<file path="src/verilog/xie_defs.vh">
`ifndef XIE_DEFS_VH
`define XIE_DEFS_VH
// special-function addresses and page codes
`define XIE_ADDR_MASK 8'hE6
`define XIE_ADDR_PRIO 8'hF6
`define XIE_PAGE_ZERO 8'h00
`define XIE_PAGE_CFG 8'h0F
`define XIE_RESET_VAL 8'h00
// source bit positions, shared by mask and priority registers
`define XIE_BIT_LIN 7
`define XIE_BIT_TMR3 6
`define XIE_BIT_CMP1 5
`define XIE_BIT_CMP0 4
`define XIE_BIT_PCA 3
`define XIE_BIT_ADC_DONE 2
`define XIE_BIT_ADC_WIN 1
`define XIE_BIT_SMB 0
`define XIE_NSRC 8
`define XIE_NO_SRC 3'h0
`endif

</file>
<file path="src/verilog/xie_ext_irq.v">
//Contract
//- enable bit 7 gates LIN interrupt
//- enable bit 6 gates timer 3 flags
//- enable bit 5 gates comparator 1 flags
//- enable bit 4 gates comparator 0 flags
//- enable bit 3 gates counter array requests
//- enable bit 2 gates ADC done flag
//- enable bit 1 gates ADC window flag
//- enable bit 0 gates SMBus requests
//- priority bits 7,6: LIN, timer 3
//- priority bits 5,4: comparators 1, 0
//- priority bits 3..1: PCA, ADC done, window
//- priority bit 0: SMBus level
//- mask register at E6, every page
//- priority register at F6, pages 00/0F
//- cleared global enable blocks all sources
`timescale 1ns/1ps
`default_nettype none
`include "xie_defs.vh"
module xie_ext_irq (
  // clock and reset
  input wire i_clk,
  input wire i_nrst,
  // sfr bus from the core
  input wire [7:0] i_sfr_addr,
  input wire [7:0] i_sfr_page,
  input wire i_sfr_wr,
  input wire i_sfr_rd,
  input wire [7:0] i_sfr_wdata,
  output reg [7:0] o_sfr_rdata,
  output wire o_sfr_hit,
  // core interrupt control
  input wire i_global_interrupt_enable,
  input wire i_vector_ack,
  input wire i_reti,
  // peripheral flags
  input wire i_lin_interrupt_flag,
  input wire i_timer3_low_overflow_flag,
  input wire i_timer3_high_overflow_flag,
  input wire i_comp1_rising_flag,
  input wire i_comp1_falling_flag,
  input wire i_comp0_rising_flag,
  input wire i_comp0_falling_flag,
  input wire i_counter_array_irq,
  input wire i_adc_done_flag,
  input wire i_adc_window_flag,
  input wire i_smbus_irq,
  // requests to the core
  output reg o_irq_req,
  output reg o_irq_high,
  output reg [2:0] o_irq_src,
  output wire [1:0] o_in_service,
  // register contents
  output wire [7:0] o_mask,
  output wire [7:0] o_prio
);
  wire [7:0] mask_q;
  wire [7:0] prio_q;
  wire hit_mask;
  wire hit_prio;
  wire [7:0] raw;
  wire [7:0] pend;
  wire [7:0] pend_hi;
  wire [7:0] pend_lo;
  wire any_hi;
  wire any_lo;
  wire [2:0] idx_hi;
  wire [2:0] idx_lo;
  reg hi_active_r;
  reg lo_active_r;
  reg [2:0] cand_idx;
  reg cand_ok;
  reg cand_high;

  xie_sfr_reg #(.ADDR(`XIE_ADDR_MASK), .ALL_PAGES(1)) u_mask (
    .i_clk(i_clk),
    .i_nrst(i_nrst),
    .i_addr(i_sfr_addr),
    .i_page(i_sfr_page),
    .i_wr(i_sfr_wr),
    .i_wdata(i_sfr_wdata),
    .o_hit(hit_mask),
    .o_q(mask_q)
  );

  xie_sfr_reg #(.ADDR(`XIE_ADDR_PRIO), .ALL_PAGES(0)) u_prio (
    .i_clk(i_clk),
    .i_nrst(i_nrst),
    .i_addr(i_sfr_addr),
    .i_page(i_sfr_page),
    .i_wr(i_sfr_wr),
    .i_wdata(i_sfr_wdata),
    .o_hit(hit_prio),
    .o_q(prio_q)
  );

  assign o_mask = mask_q;
  assign o_prio = prio_q;
  assign o_sfr_hit = hit_mask | hit_prio;

  // read data is registered; unmapped addresses return zero
  always @(posedge i_clk or negedge i_nrst) begin
    if (!i_nrst) begin
      o_sfr_rdata <= `XIE_RESET_VAL;
    end else if (i_sfr_rd) begin
      if (hit_mask) begin
        o_sfr_rdata <= mask_q;
      end else if (hit_prio) begin
        o_sfr_rdata <= prio_q;
      end else begin
        o_sfr_rdata <= `XIE_RESET_VAL;
      end
    end
  end

  // combine each source's flags into one raw request
  assign raw[`XIE_BIT_LIN] = i_lin_interrupt_flag;
  assign raw[`XIE_BIT_TMR3] = i_timer3_low_overflow_flag | i_timer3_high_overflow_flag;
  assign raw[`XIE_BIT_CMP1] = i_comp1_rising_flag | i_comp1_falling_flag;
  assign raw[`XIE_BIT_CMP0] = i_comp0_rising_flag | i_comp0_falling_flag;
  assign raw[`XIE_BIT_PCA] = i_counter_array_irq;
  assign raw[`XIE_BIT_ADC_DONE] = i_adc_done_flag;
  assign raw[`XIE_BIT_ADC_WIN] = i_adc_window_flag;
  assign raw[`XIE_BIT_SMB] = i_smbus_irq;

  // per-source gating and priority split
  genvar g;
  generate
    for (g = 0; g < `XIE_NSRC; g = g + 1) begin : g_src
      assign pend[g] = raw[g] & mask_q[g] & i_global_interrupt_enable;
      assign pend_hi[g] = pend[g] & prio_q[g];
      assign pend_lo[g] = pend[g] & ~prio_q[g];
    end
  endgenerate

  xie_prio_pick #(.N(`XIE_NSRC)) u_pick_hi (
    .i_req(pend_hi),
    .o_any(any_hi),
    .o_idx(idx_hi)
  );

  xie_prio_pick #(.N(`XIE_NSRC)) u_pick_lo (
    .i_req(pend_lo),
    .o_any(any_lo),
    .o_idx(idx_lo)
  );

  // a high request may interrupt a low routine; nothing interrupts a high one
  always @* begin
    cand_ok = 1'b0;
    cand_high = 1'b0;
    cand_idx = `XIE_NO_SRC;
    if (!hi_active_r) begin
      if (any_hi) begin
        cand_ok = 1'b1;
        cand_high = 1'b1;
        cand_idx = idx_hi;
      end else if (any_lo && !lo_active_r) begin
        cand_ok = 1'b1;
        cand_idx = idx_lo;
      end
    end
  end

  // registered request; flags cleared by software drop it one cycle later
  always @(posedge i_clk or negedge i_nrst) begin
    if (!i_nrst) begin
      o_irq_req <= 1'b0;
      o_irq_high <= 1'b0;
      o_irq_src <= `XIE_NO_SRC;
    end else begin
      o_irq_req <= cand_ok & ~i_vector_ack;
      o_irq_high <= cand_high;
      o_irq_src <= cand_idx;
    end
  end

  // service level tracking; return pops the highest active level
  always @(posedge i_clk or negedge i_nrst) begin
    if (!i_nrst) begin
      hi_active_r <= 1'b0;
      lo_active_r <= 1'b0;
    end else if (i_vector_ack && o_irq_req) begin
      if (o_irq_high) begin
        hi_active_r <= 1'b1;
      end else begin
        lo_active_r <= 1'b1;
      end
    end else if (i_reti) begin
      if (hi_active_r) begin
        hi_active_r <= 1'b0;
      end else begin
        lo_active_r <= 1'b0;
      end
    end
  end

  assign o_in_service = {hi_active_r, lo_active_r};
endmodule // xie_ext_irq
`default_nettype wire

</file>
<file path="src/verilog/xie_sfr_reg.v">
`timescale 1ns/1ps
`default_nettype none
`include "xie_defs.vh"
// one 8-bit read/write special-function register with page qualification
module xie_sfr_reg #(
  parameter [7:0] ADDR = `XIE_ADDR_MASK,
  parameter ALL_PAGES = 1
) (
  // clock and reset
  input wire i_clk,
  input wire i_nrst,
  // sfr bus
  input wire [7:0] i_addr,
  input wire [7:0] i_page,
  input wire i_wr,
  input wire [7:0] i_wdata,
  // register
  output wire o_hit,
  output reg [7:0] o_q
);
  wire page_ok;
  assign page_ok = (ALL_PAGES != 0) || (i_page == `XIE_PAGE_ZERO) ||
                   (i_page == `XIE_PAGE_CFG);
  assign o_hit = (i_addr == ADDR) && page_ok;
  always @(posedge i_clk or negedge i_nrst) begin
    if (!i_nrst) begin
      o_q <= `XIE_RESET_VAL;
    end else if (i_wr && o_hit) begin
      o_q <= i_wdata;
    end
  end
endmodule // xie_sfr_reg
`default_nettype wire

</file>
<file path="src/verilog/xie_prio_pick.v">
`timescale 1ns/1ps
`default_nettype none
`include "xie_defs.vh"
// fixed-order pick among a request vector; bit 7 wins ties
module xie_prio_pick #(
  parameter N = `XIE_NSRC
) (
  // requests
  input wire [N-1:0] i_req,
  // result
  output reg o_any,
  output reg [2:0] o_idx
);
  integer k;
  always @* begin
    o_any = 1'b0;
    o_idx = `XIE_NO_SRC;
    for (k = 0; k < N; k = k + 1) begin
      if (i_req[k]) begin
        o_any = 1'b1;
        o_idx = k[2:0];
      end
    end
  end
endmodule // xie_prio_pick
`default_nettype wire

</file>
<file path="config.mk">
export PLATFORM = sky130hd
export DESIGN_NAME = xie_ext_irq
export DESIGN_NICKNAME = d
export VERILOG_FILES = /design/src/verilog/xie_ext_irq.v /design/src/verilog/xie_sfr_reg.v /design/src/verilog/xie_prio_pick.v
export VERILOG_INCLUDE_DIRS = /design/src /design/src/verilog
export SDC_FILE = /design/constraint.sdc
export NUM_CORES = 1
export LEC_CHECK = 0
export BUFFER_PORTS_ARGS = -buffer_cell sky130_fd_sc_hd__clkbuf_2
export CAP_MARGIN = 20
export CORE_AREA = 2 2 60 62
export CTS_BUF_LIST = sky130_fd_sc_hd__clkbuf_2 sky130_fd_sc_hd__clkbuf_4 sky130_fd_sc_hd__clkbuf_8
export CTS_CLUSTER_SIZE = 12
export DETAILED_ROUTE_END_ITERATION = 6
export DIE_AREA = 0 0 62 64
export GPL_TIMING_DRIVEN = 0
export PLACE_DENSITY = 0.81
export SLEW_MARGIN = 20
export SYNTH_ARGS = -nofsm -noshare
export SYNTH_HDL_FRONTEND = slang
export SYNTH_SLANG_ARGS = --single-unit
export TNS_END_PERCENT = 10
</file>
<file path="constraint.sdc">
create_clock -name i_clk -period 2.5 [get_ports i_clk]
set_input_delay 0.5 -clock i_clk [delete_from_list [all_inputs] [get_ports i_clk]]
set_output_delay 0.5 -clock i_clk [all_outputs]
set_load 0.005 [all_outputs]
</file>
=== Word level (Yosys, flattened, before mapping) ===
Cells that the tools add are included.

* Output and inout bits: 32
* Register bits: 31
* Bits of input ports: 42

* Eq/ne operators: 6
* Bitwise operators: 46
* Multiplexer cells: 47
* Reductions and logical operators: 11

{| class="wikitable"
|+ Operators by type and width
! operator !! count
|-
| $and A1 B1 Y1 || 33
|-
| $mux W3 || 11
|-
| $mux W1 || 30
|-
| $eq A8 B8 Y1 const B || 2
|-
| $mux W8 || 2
|-
| $not A1 Y1 || 9
|-
| $eq A8 B4 Y1 const B || 1
|-
| $logic_not A8 Y1 || 1
|-
| $mux W2 || 4
|-
| $logic_and A1 B1 Y1 || 5
|-
| $ne A2 B2 Y1 const B || 2
|-
| $or A1 B1 Y1 || 4
|-
| $reduce_and A3 Y1 || 1
|-
| $ne A2 B1 Y1 const B || 1
|-
| $reduce_and A2 Y1 || 1
|-
| $reduce_bool A2 Y1 || 1
|-
| $logic_not A1 Y1 || 1
|-
| $logic_or A1 B1 Y1 || 1
|}

=== Logic depth before layout (Yosys ltp) ===
Gate-level depths: netlist of the first run.

* Depth after elaboration: 16
* Depth in mapped cells: 6
* Depth with buffers taken out: 5

=== By module ===
Synthesis of the first run repeated with hierarchy kept, for this count alone.

* Cell total of the unflattened synthesis: 167
* Area, all modules: 1674.1 um^2

{| class="wikitable"
|+ Modules (own cells, without submodules)
! module !! times used !! seq. area each (um^2) !! area each (um^2) !! cells an instance
|-
| xie_ext_irq || 1 || 375.4 || 817.0 || 98
|-
| xie_sfr_reg at u_prio || 1 || 200.2 || 376.6 || 23
|-
| xie_sfr_reg at u_mask || 1 || 200.2 || 365.4 || 22
|-
| xie_prio_pick || 2 || 0.0 || 57.6 || 12
|}

=== Least setup slack after synthesis of the first run ===
Ideal clock, no wire load.

* Path kind: in2out
* Start: input i_sfr_page[0]
* End: output o_sfr_hit
* Cell stages on the path: 3
* Arrival time: 1.646 ns
* Slack: 0.354 ns
* Path through: or4_4 > a211oi_4 > or2_2

* Cells in the longest elaborated chain, start to end: 4
* Elaborated cells on any way between the ends: 5
* Those cells by class: eq/ne: 1; bitwise: 1; reduce/logical: 3

{| class="wikitable"
|+ RTL lines
! element !! RTL line !! text
|-
| from (decl) || xie_ext_irq.v:26 || <nowiki>input wire [7:0] i_sfr_page,</nowiki>
|-
| $eq A8 B4 Y1 (no line) / $logic_not A8 Y1 (equally long branches) || n/a ||
|-
| $logic_or A1 B1 Y1 (*) || xie_sfr_reg.v:22 || <nowiki>assign page_ok = (ALL_PAGES != 0) || (i_page == `XIE_PAGE_ZERO) ||</nowiki>
|-
| $logic_and A1 B1 Y1 (*) || xie_sfr_reg.v:24 || <nowiki>assign o_hit = (i_addr == ADDR) && page_ok;</nowiki>
|-
| $or A1 B1 Y1 (*) || xie_ext_irq.v:99 || <nowiki>assign o_sfr_hit = hit_mask | hit_prio;</nowiki>
|-
| to (decl) || xie_ext_irq.v:31 || <nowiki>output wire o_sfr_hit,</nowiki>
|}

Every way passes the cells marked *; elsewhere a longest branch is shown, timed or not.

=== Final worst setup path of the first run ===
Ends and elaborated chain as after synthesis.

==> results of run 1 <==
-- flip-flops by register name (all words and copies together) (netlist names) --
signal       count
o_sfr_rdata      8
u_mask.o_q       8
u_prio.o_q       8
o_irq_src        3
hi_active_r      1
lo_active_r      1
o_irq_high       1
o_irq_req        1
-- cells in the final DEF (no fill, tap or decap), types with 2 or more instances in the layout --
cell,n
dfrtp_1,31
o21ai_0,5
nand2_1,7
o21bai_1,2
clkbuf_4,5
a22oi_1,8
buf_4,5
nand3_1,3
o211ai_1,3
a21oi_1,10
nand4b_1,3
or2_2,3
clkbuf_2,72
mux2_2,16
o2111ai_1,3
nand4_1,8
nor2_1,13
o22ai_1,2
nor2b_1,2
-- kinds of logic (layout without fill, tap and decap cells) --
| logic type | after synthesis | count (layout) |
|---|---|---|
| and+or+nand+nor | 47 | 47 |
| AOI/OAI and AO/OA | 41 | 41 |
| DFF | 31 | 31 |
| muxes | 16 | 16 |
| buffers and inverters | 6 | 89 |
-- worst min path at each step --
stage | startpoint | endpoint | depth (start not counted)
final | i_nrst | o_sfr_rdata[4] | 1
after global placement | o_irq_high | lo_active_r | 1
after floorplan | i_nrst | hi_active_r | 0
after detailed placement | o_irq_high | lo_active_r | 1
after CTS | i_nrst | u_mask.o_q[4] | 1
after global routing | i_nrst | u_mask.o_q[6] | 1
-- area by class of cell --
| cell class | instances | area share, % |
|---|---|---|
| buffer | 5 | 1.325 |
| clock buffer | 6 | 2.468 |
| clock inverter | 2 | 1.686 |
| inverter | 1 | 0.1806 |
| multi-input combinational | 104 | 35.82 |
| sequential | 31 | 37.33 |
| tap | 46 | 2.769 |
| timing repair buffer | 75 | 18.42 |
-- where the power goes --
part,switching (mW),internal (mW)
clock,0.173,0.236
combinational,0.0563,0.0541
sequential,0.0139,0.519
-- layer usage --
metal	track usage, %	up-vias	part of all wire (%)
met5	0	-	0
met4	8.511	0	1.8
met3	4.453	8	7.7
met2	33.07	65	48
met1	31.18	700	42
li1	-	715	-
-- per-stage QoR --
stage	utilization [%]	total power, mW	cell area, µm²
2_1_floorplan	-	0.5792	1551
4_1_cts	62.59	1.066	2056
3_3_place_gp	59.96	0.6508	1969
5_1_grt	63.28	1.106	2078
6_report	63.28	1.052	2078
3_5_place_dp	59.96	0.6537	1969
-- worst max-delay path: stages --
cell and delay (ps):
clkbuf_2 90, or4_4 540, a211oi_4 360, or2_2 170, clkbuf_2 100
-- repair_timing --
action,in CTS,in global routing
setup buffers,0,3
pin swaps,1,1
endpoints found under the setup margin,1,1
==> results.tsv, run 1 <==
stage	metric	value	unit
outcome	status	complete, no violations	
placement	pre_cts_ws	-6.987	ps
timing	timing.setup.tns	0	ps
timing	period_needed	2254	ps
clocking	clock_path_buffers	2	
setup_path	crit_type	input pin to primary output	
yosys	ys_top_cells_by_area	dfrtp_1 (50%), mux2_2 (12%), a22oi_1 (3.9%)	
detailed_routing	vias	1488	
global_routing	antenna_found_initial	0	
clocking	cts_buffers	5	
timing	skew	2.381	ps
setup_path	start_kind	input pin	
setup_path	worstPathMaxFanout	5	
final_layout	fin_nets	265	
yosys	synth-simple-area-share	17.18	%
global_routing	grt_max_degree	32	
final_layout	syn_to_final_growth	33.95	%
detailed_routing	drt-total-wl	3859	µm
floorplanning	fp.dieW	62	µm
pwr	power.density	506.4	nW/µm²
final_layout	fillers	297	
setup_path	rrSetupSlack	880	ps
timing	whs	213.8	ps
setup_path	arrival	1750	ps
floorplanning	core_area	3284	µm²
pwr	leakagePower	1.095	nW
yosys	synthCells	141	
detailed_routing	vias_per_cell	5.511	
pwr	vdd_drop_max	0.2696	mV
detailed_routing	wl_per_cell	14.29	µm
setup_path	rr_worst_depth	4	
placement	portBuffers	72	
placement	gp_congestion	0.9783	
yosys	syn_avg_cell_area	11.00	µm²
timing	slew_viol_final	0	
yosys	synthFlopType	dfrtp_1	
timing	max_freq	443.6	MHz
floorplanning	dieArea	3968	µm²
clocking	cts_root_buf	clkbuf_4	
detailed_routing	first_pass_iters	4	
timing	finalCritPeriodShare	90.18	%
final_layout	multi_input_area	744.5	µm²
final_layout	final-instance-count-excl-fill	270	
timing	setup_violations	0	
yosys	synth_mux_area_share	11.61	%
yosys	synth_commonest_cells	dfrtp_1 (31), mux2_2 (16), nor2_1 (13)	
clocking	cts.sinks	31	
setup_path	crit_path_end_kind	primary output	
timing	worst_pin_slew	751.0	ps
yosys	synth_xor_xnor_area_share	0	%
floorplanning	ios	74	
min_path	hold_class	input pin to asynchronous set/reset pin	
final_layout	antenna_cells_inserted	0	
yosys	synth_fp_nets	183	
global_routing	grt-ovfl-total	0	
setup_path	crit_end	o_sfr_hit	
global_routing	grt_pass1_vias	1406	
yosys	synth.most_common_cell	dfrtp_1	
setup_path	crit_required	2000	ps
detailed_routing	antenna_left	0	
job	maxCapViolCount	0	
floorplanning	fp.dieH	64	µm
timing	layout_setup_ws	245.6	ps
clocking	hold_buffers	0	
clocking	cts_htree_levels	2	
floorplanning	row_count	21	
yosys	ys_seq_elements	31	
detailed_routing	drtIter0Drc	102	
yosys	synth_top_family_by_area	compound AO/OA/AOI/OAI gates	
yosys	synth_area	1551	µm²
global_routing	grt_first_pass_wirelength	6458	µm
global_routing	track_usage	22.15	%
placement	hpwl	2948	µm
setup_path	crit_start	i_sfr_page[0]	
placement	dp.cells	259	
final_layout	drive_gt1_share	50.45	%
clocking	cts_tree	built	
timing	timing.slew.headroom	49.94	%
yosys	synthArstFlopShare	100.0	%
floorplanning	start_util	47.24	%
final_layout	area.sequential	775.7	µm²
clocking	insertion_delay	330	ps
timing	hold_violations	0	
yosys	ys_types	37	
yosys	yosys.area.top_type_share	50.00	%
setup_path	r2r-start	u_prio.o_q[4]	
clocking	cts_resized	0	
yosys	yosysSeqAreaShare	50.00	%
detailed_routing	drc	0	
yosys	synth_edf_count	0	
timing	rsz0062_at_grt	false	
yosys	yosys_warnings	0	
yosys	synthAdderAreaFrac	0	%
clocking	clk_transition_reported_paths	90	ps
yosys	synth_top_area_cell	dfrtp_1	
yosys	synth_compound_area_share	19.19	%
setup_path	r2r-end	o_irq_src[1]	
(Power assumes the default switching activity.)
==> inputs of run 2 (changes only) <==
Settings changed: CORE_AREA 2 2 60 62 to 2 2 77 50, DIE_AREA 0 0 62 64 to 0 0 79 52, PLACE_DENSITY 0.81 to 0.79.
Clock period 2.5 ns to 2.2 ns, I/O delays scaled along.
==> run 2 against run 1 <==
Total power is 17% higher. Non-clock buffer count fell by 2. Die area up 3.5%. Largest cell class unchanged. Sequential cell count unchanged. Critical path type unchanged. Critical path depth up 1. First-iteration DRC count down 33%. Setup slack worse by 130 ps. Largest power group unchanged. Combinational power grew 15%.
==> results.tsv, run 2 (synthesis gave the netlist of run 1 again) <==
stage	metric	value	unit	change
job	maxCapViolCount	0		unchanged
timing	timing.slew.headroom	49.59	%	-0.35 points
clocking	cts_root_buf	clkbuf_8		
final_layout	drive_gt1_share	50.00	%	-0.45 points
final_layout	antenna_cells_inserted	0		unchanged
final_layout	layout_commonest_cell	clkbuf_2		
clocking	clock_path_buffers	2		unchanged
detailed_routing	vias	1502		+0.94%
timing	slew_viol_final	0		unchanged
detailed_routing	drtIter0Drc	68		-33%
pwr	leakagePower	1.090	nW	-0.39%
global_routing	grt_pass1_vias	1336		-5.0%
clocking	cts_resized	0		unchanged
clocking	clk_transition_reported_paths	60	ps	-30 ps
final_layout	final_cell_mix	clkbuf_2 (72), dfrtp_1 (31), mux2_2 (16)		
detailed_routing	wl_per_cell	14.97	µm	+4.8%
final_layout	syn_to_final_growth	34.19	%	
floorplanning	fp.dieW	79	µm	+27%
global_routing	grt_max_degree	32		unchanged
placement	portBuffers	72		unchanged
floorplanning	ios	74		unchanged
global_routing	grt_first_pass_wirelength	6368	µm	-1.4%
timing	period_needed	2088	ps	
setup_path	start_kind	input pin		
setup_path	r2r-start	u_mask.o_q[6]		
setup_path	arrival	1650	ps	-100 ps
final_layout	multi_input_area	744.5	µm²	unchanged
floorplanning	fp.dieH	52	µm	-19%
detailed_routing	drc	0		unchanged
pwr	power.density	589.3	nW/µm²	+16%
placement	hpwl	3150	µm	+6.8%
timing	finalCritPeriodShare	94.92	%	
setup_path	r2r-end	o_irq_src[0]		
timing	rsz0062_at_grt	false		
setup_path	worstPathMaxFanout	10		+5
pwr	power	1.227	mW	+17%
setup_path	rrSetupSlack	550	ps	-330 ps
detailed_routing	antenna_left	0		unchanged
final_layout	area.sequential	775.7	µm²	unchanged
floorplanning	dieArea	4108	µm²	+3.5%
setup_path	rr_worst_depth	5		+1
clocking	cts_tree	built		
timing	worst_pin_slew	756.2	ps	+5.210 ps
timing	skew	3.079	ps	+0.6980 ps
outcome	status	complete, no violations		
timing	whs	217.1	ps	+3.243 ps
global_routing	antenna_found_initial	0		unchanged
floorplanning	start_util	45.03	%	-2.2 points
timing	setup_violations	0		unchanged
placement	gp_congestion	0.8459		-14%
detailed_routing	drt-total-wl	4028	µm	+4.4%
clocking	cts_buffers	5		unchanged
clocking	cts_htree_levels	2		unchanged
timing	max_freq	478.9	MHz	
setup_path	crit_required	1760	ps	-240 ps
setup_path	crit_path_end_kind	primary output		
final_layout	fin_nets	263		-0.75%
pwr	vdd_drop_max	0.3435	mV	+27%
detailed_routing	first_pass_iters	4		unchanged
setup_path	crit_type	input pin to primary output		
global_routing	grt-ovfl-total	0		unchanged
floorplanning	core_area	3446	µm²	+4.9%
timing	hold_violations	0		unchanged
min_path	hold_class	input pin to asynchronous set/reset pin		
floorplanning	row_count	17		-19%
global_routing	track_usage	20.94	%	-1.2 points
final_layout	reg_top3	o_sfr_rdata x8, u_mask.o_q x8, u_prio.o_q x8		
clocking	insertion_delay	280	ps	-50 ps
clocking	cts.sinks	31		unchanged
detailed_routing	vias_per_cell	5.584		+1.3%
final_layout	fillers	306		+3.0%
## run 2: critical path, stage by stage
cell,delay (ps)
clkbuf_2,70
and4b_2,250
nand4b_1,190
nor2_2,400
or2_2,190
clkbuf_2,100
## run 2: what timing repair did
item                       CTS  global route
setup buffers                1             0
hold buffers                 0             0
setup endpoints to repair    1             0
## run 2: power by group
part           total (mW)  internal, mW  leakage [nW]  switching (mW)
registers           0.608         0.591         0.420          0.0173
clock network       0.493         0.297        0.0549           0.195
logic               0.126        0.0615         0.616          0.0649
## run 2: stage by stage
stage	worst slack, ps	TNS [ps]	util (%)	area (µm²)	std cells
after floorplan	174.4	0	-	1551	141
after global placement	-126.0	-126.0	57.19	1971	260
after detailed placement	-137.5	-250.0	57.19	1971	260
after CTS	127.0	0	60.42	2082	269
after global routing	26.26	0	60.42	2082	269
final	111.7	0	60.42	2082	269
## run 2: metal layers
metal	part of all wire [%]	global-route usage, %
met5	0	0
met4	1.8	8.621
met3	7.1	6.076
met2	40	28.67
met1	51	30.66
## run 2: area by class of cell
type / count / share of cell area, %
clock buffers: 8 / 4.988
flip-flops and latches: 31 / 37.26
multi-input cells: 104 / 35.76
plain buffers: 5 / 1.322
well taps: 47 / 2.825
inverters: 1 / 0.1803
repair buffers: 73 / 17.67
## run 2: worst max path at each step
| stage | cells after the start | startpoint | end |
|---|---|---|---|
| 6_report | 6 | i_sfr_addr[0] | o_sfr_hit |
| 5_1_grt | 6 | i_sfr_addr[0] | o_sfr_hit |
| 4_1_cts | 6 | i_sfr_addr[0] | o_sfr_hit |
| 3_5_place_dp | 5 | i_sfr_page[0] | o_sfr_hit |
| 3_3_place_gp | 5 | i_sfr_page[0] | o_sfr_hit |
| 2_1_floorplan | 3 | i_sfr_page[0] | o_sfr_hit |
==> inputs of run 3 (changes only) <==
Clock period 2.2 ns to 2.4 ns, I/O delays scaled along.
==> run 3 against run 2 <==
Global-route usage hardly changed. Via count is 0.73% lower. First-iteration DRC count is 1.5% higher. Core utilization stayed put. Register-to-register slack better by 210 ps. Die area stayed put. Final cell count stayed put. Largest power group unchanged. Hold slack better by 40 ps. Total power is 8.3% lower. Critical path type unchanged. Critical path depth stayed put. Setup slack better by 120 ps.
==> results.tsv, run 3 (synthesis gave the netlist of run 1 again) <==
stage	metric	value	unit	change
detailed_routing	wl_per_cell	14.93	µm	-0.32%
timing	layout_setup_ws	230.6	ps	+118.9 ps
job	maxCapViolCount	0		unchanged
global_routing	antenna_found_initial	0		unchanged
detailed_routing	vias_per_cell	5.543		-0.73%
timing	timing.setup.tns	0	ps	unchanged
final_layout	layout_commonest_cell	clkbuf_2		
final_layout	fillers	303		-0.98%
timing	finalCritPeriodShare	90.39	%	
final_layout	antenna_cells_inserted	0		unchanged
setup_path	crit_path_end_kind	primary output		
detailed_routing	first_pass_iters	4		unchanged
detailed_routing	drtIter0Drc	69		+1.5%
setup_path	crit_required	1920	ps	+160 ps
floorplanning	row_count	17		unchanged
pwr	power.internal	0.8702	mW	-8.3%
pwr	power.density	540.6	nW/µm²	-8.3%
placement	portBuffers	72		unchanged
global_routing	grt_max_degree	32		unchanged
global_routing	track_usage	20.98	%	+0.038 points
clocking	cts_resized	0		unchanged
timing	period_needed	2169	ps	
global_routing	grt-ovfl-total	0		unchanged
pwr	vdd_drop_max	0.3148	mV	-8.4%
timing	max_freq	460.9	MHz	
floorplanning	dieArea	4108	µm²	unchanged
pwr	switching_power	0.2554	mW	-8.0%
placement	gp_congestion	0.8459		unchanged
timing	hold_violations	0		unchanged
pwr	power_frac_clock	40.2	%	about the same
global_routing	grt_first_pass_wirelength	6368	µm	unchanged
final_layout	drive_gt1_share	50.00	%	unchanged
detailed_routing	antenna_left	0		unchanged
timing	rsz0062_at_grt	false		
clocking	cts_htree_levels	2		unchanged
setup_path	crit_type	input pin to primary output		
final_layout	fin_nets	263		unchanged
setup_path	start_kind	input pin		
detailed_routing	vias	1491		-0.73%
clocking	insertion_delay	280	ps	about the same
outcome	status	complete, no violations		
clocking	cts_tree	built		
timing	slew_viol_final	0		unchanged
clocking	cts.sinks	31		unchanged
clocking	clk_transition_reported_paths	60	ps	about the same
final_layout	final_cell_mix	clkbuf_2 (72), dfrtp_1 (31), mux2_2 (16)		
placement	pre_cts_ws	-17.46	ps	+120.0 ps
timing	setup_violations	0		unchanged
clocking	cts_root_buf	clkbuf_8		
clocking	cts_buffers	5		unchanged
final_layout	reg_top3	o_sfr_rdata x8, u_mask.o_q x8, u_prio.o_q x8		
pwr	comb_power_share	10.3	%	about the same
final_layout	syn_to_final_growth	34.19	%	unchanged
floorplanning	fp.dieW	79	µm	unchanged
final_layout	final-instance-count-excl-fill	269		unchanged
final_layout	area.sequential	775.7	µm²	unchanged
floorplanning	start_util	45.03	%	unchanged
floorplanning	ios	74		unchanged
placement	hpwl	3150	µm	unchanged
timing	skew	3.252	ps	+0.1733 ps
pwr	pwr-share-seq	49.5	%	about the same
global_routing	grt_pass1_vias	1329		-0.52%
pwr	leakagePower	1.090	nW	unchanged
final_layout	multi_input_area	744.5	µm²	unchanged
floorplanning	fp.dieH	52	µm	unchanged
pwr	switching_share	22.69	%	+0.066 points
clocking	clock_path_buffers	2		unchanged
min_path	hold_class	input pin to asynchronous set/reset pin		
setup_path	worstPathMaxFanout	10		unchanged
setup_path	arrival	1690	ps	+40 ps
timing	worst_pin_slew	756.7	ps	+0.5136 ps
detailed_routing	drt-total-wl	4015	µm	-0.32%
detailed_routing	drc	0		unchanged
timing	timing.slew.headroom	49.55	%	about the same
placement	dp.cells	260		unchanged
floorplanning	core_area	3446	µm²	unchanged
[run 3: cell counts in the layout (fill, tap and decap cells not counted)]
No cell type changed its count.
[run 3: metal layers]
metal	vias to the layer above	track usage [%]	wire, µm
met4	0	8.621	74
li1	712	-	-
met3	11	6.076	356
met2	69	28.39	1596
met1	699	30.99	1987
met5	-	0	0
[run 3: critical path: stages]
cell and delay [ps]:
clkbuf_2 70, and4b_2 250, nand4b_1 190, nor2_2 400
or2_2 190, clkbuf_2 100
[run 3: layout make-up]
type | count | area share (%)
well taps | 47 | 2.825
clock buffers | 8 | 4.988
plain buffers | 5 | 1.322
flip-flops and latches | 31 | 37.26
inverters | 1 | 0.1803
multi-input cells | 104 | 35.76
repair buffers | 73 | 17.67
[run 3: power groups by stage]
stage | Combinational [mW] | Clock (mW) | Sequential [mW]
2_1_floorplan | 0.0380 | 0 | 0.565
3_3_place_gp | 0.114 | 0 | 0.566
3_5_place_dp | 0.116 | 0 | 0.566
4_1_cts | 0.117 | 0.461 | 0.557
5_1_grt | 0.130 | 0.491 | 0.559
6_report | 0.116 | 0.453 | 0.557
[run 3: path summary, 6_finish.rpt]
kind                       slack (ps)          start  depth (start not counted)       endpoint
setup / recovery                  230  i_sfr_addr[0]                          6      o_sfr_hit
hold / removal                    260         i_nrst                          1  u_mask.o_q[4]
setup reg to reg                  760  u_mask.o_q[6]                          5   o_irq_src[0]
hold reg to reg                   500     o_irq_high                          1    lo_active_r
max in group asynchronous        1650         i_nrst                          1    hi_active_r
min in group i_clk                380   i_vector_ack                          2      o_irq_req
[run 3: per-stage QoR]
stage               hold slack, ps  area, µm²  utilization (%)  total power [mW]
finish                       257.2       2082            60.42             1.126
CTS                          284.6       2074            60.20             1.135
detailed placement           488.1       1971            57.19            0.6822
global placement             486.1       1971            57.19            0.6797
global route                 314.7       2082            60.42             1.180
floorplan                    184.4       1551                -            0.6034
[run 3: what timing repair did]
action	in CTS	in global routing
pin swaps	1	1
buffers inserted	0	1
endpoints found under the setup margin	1	1
hold buffers	0	0
cloned	0	0
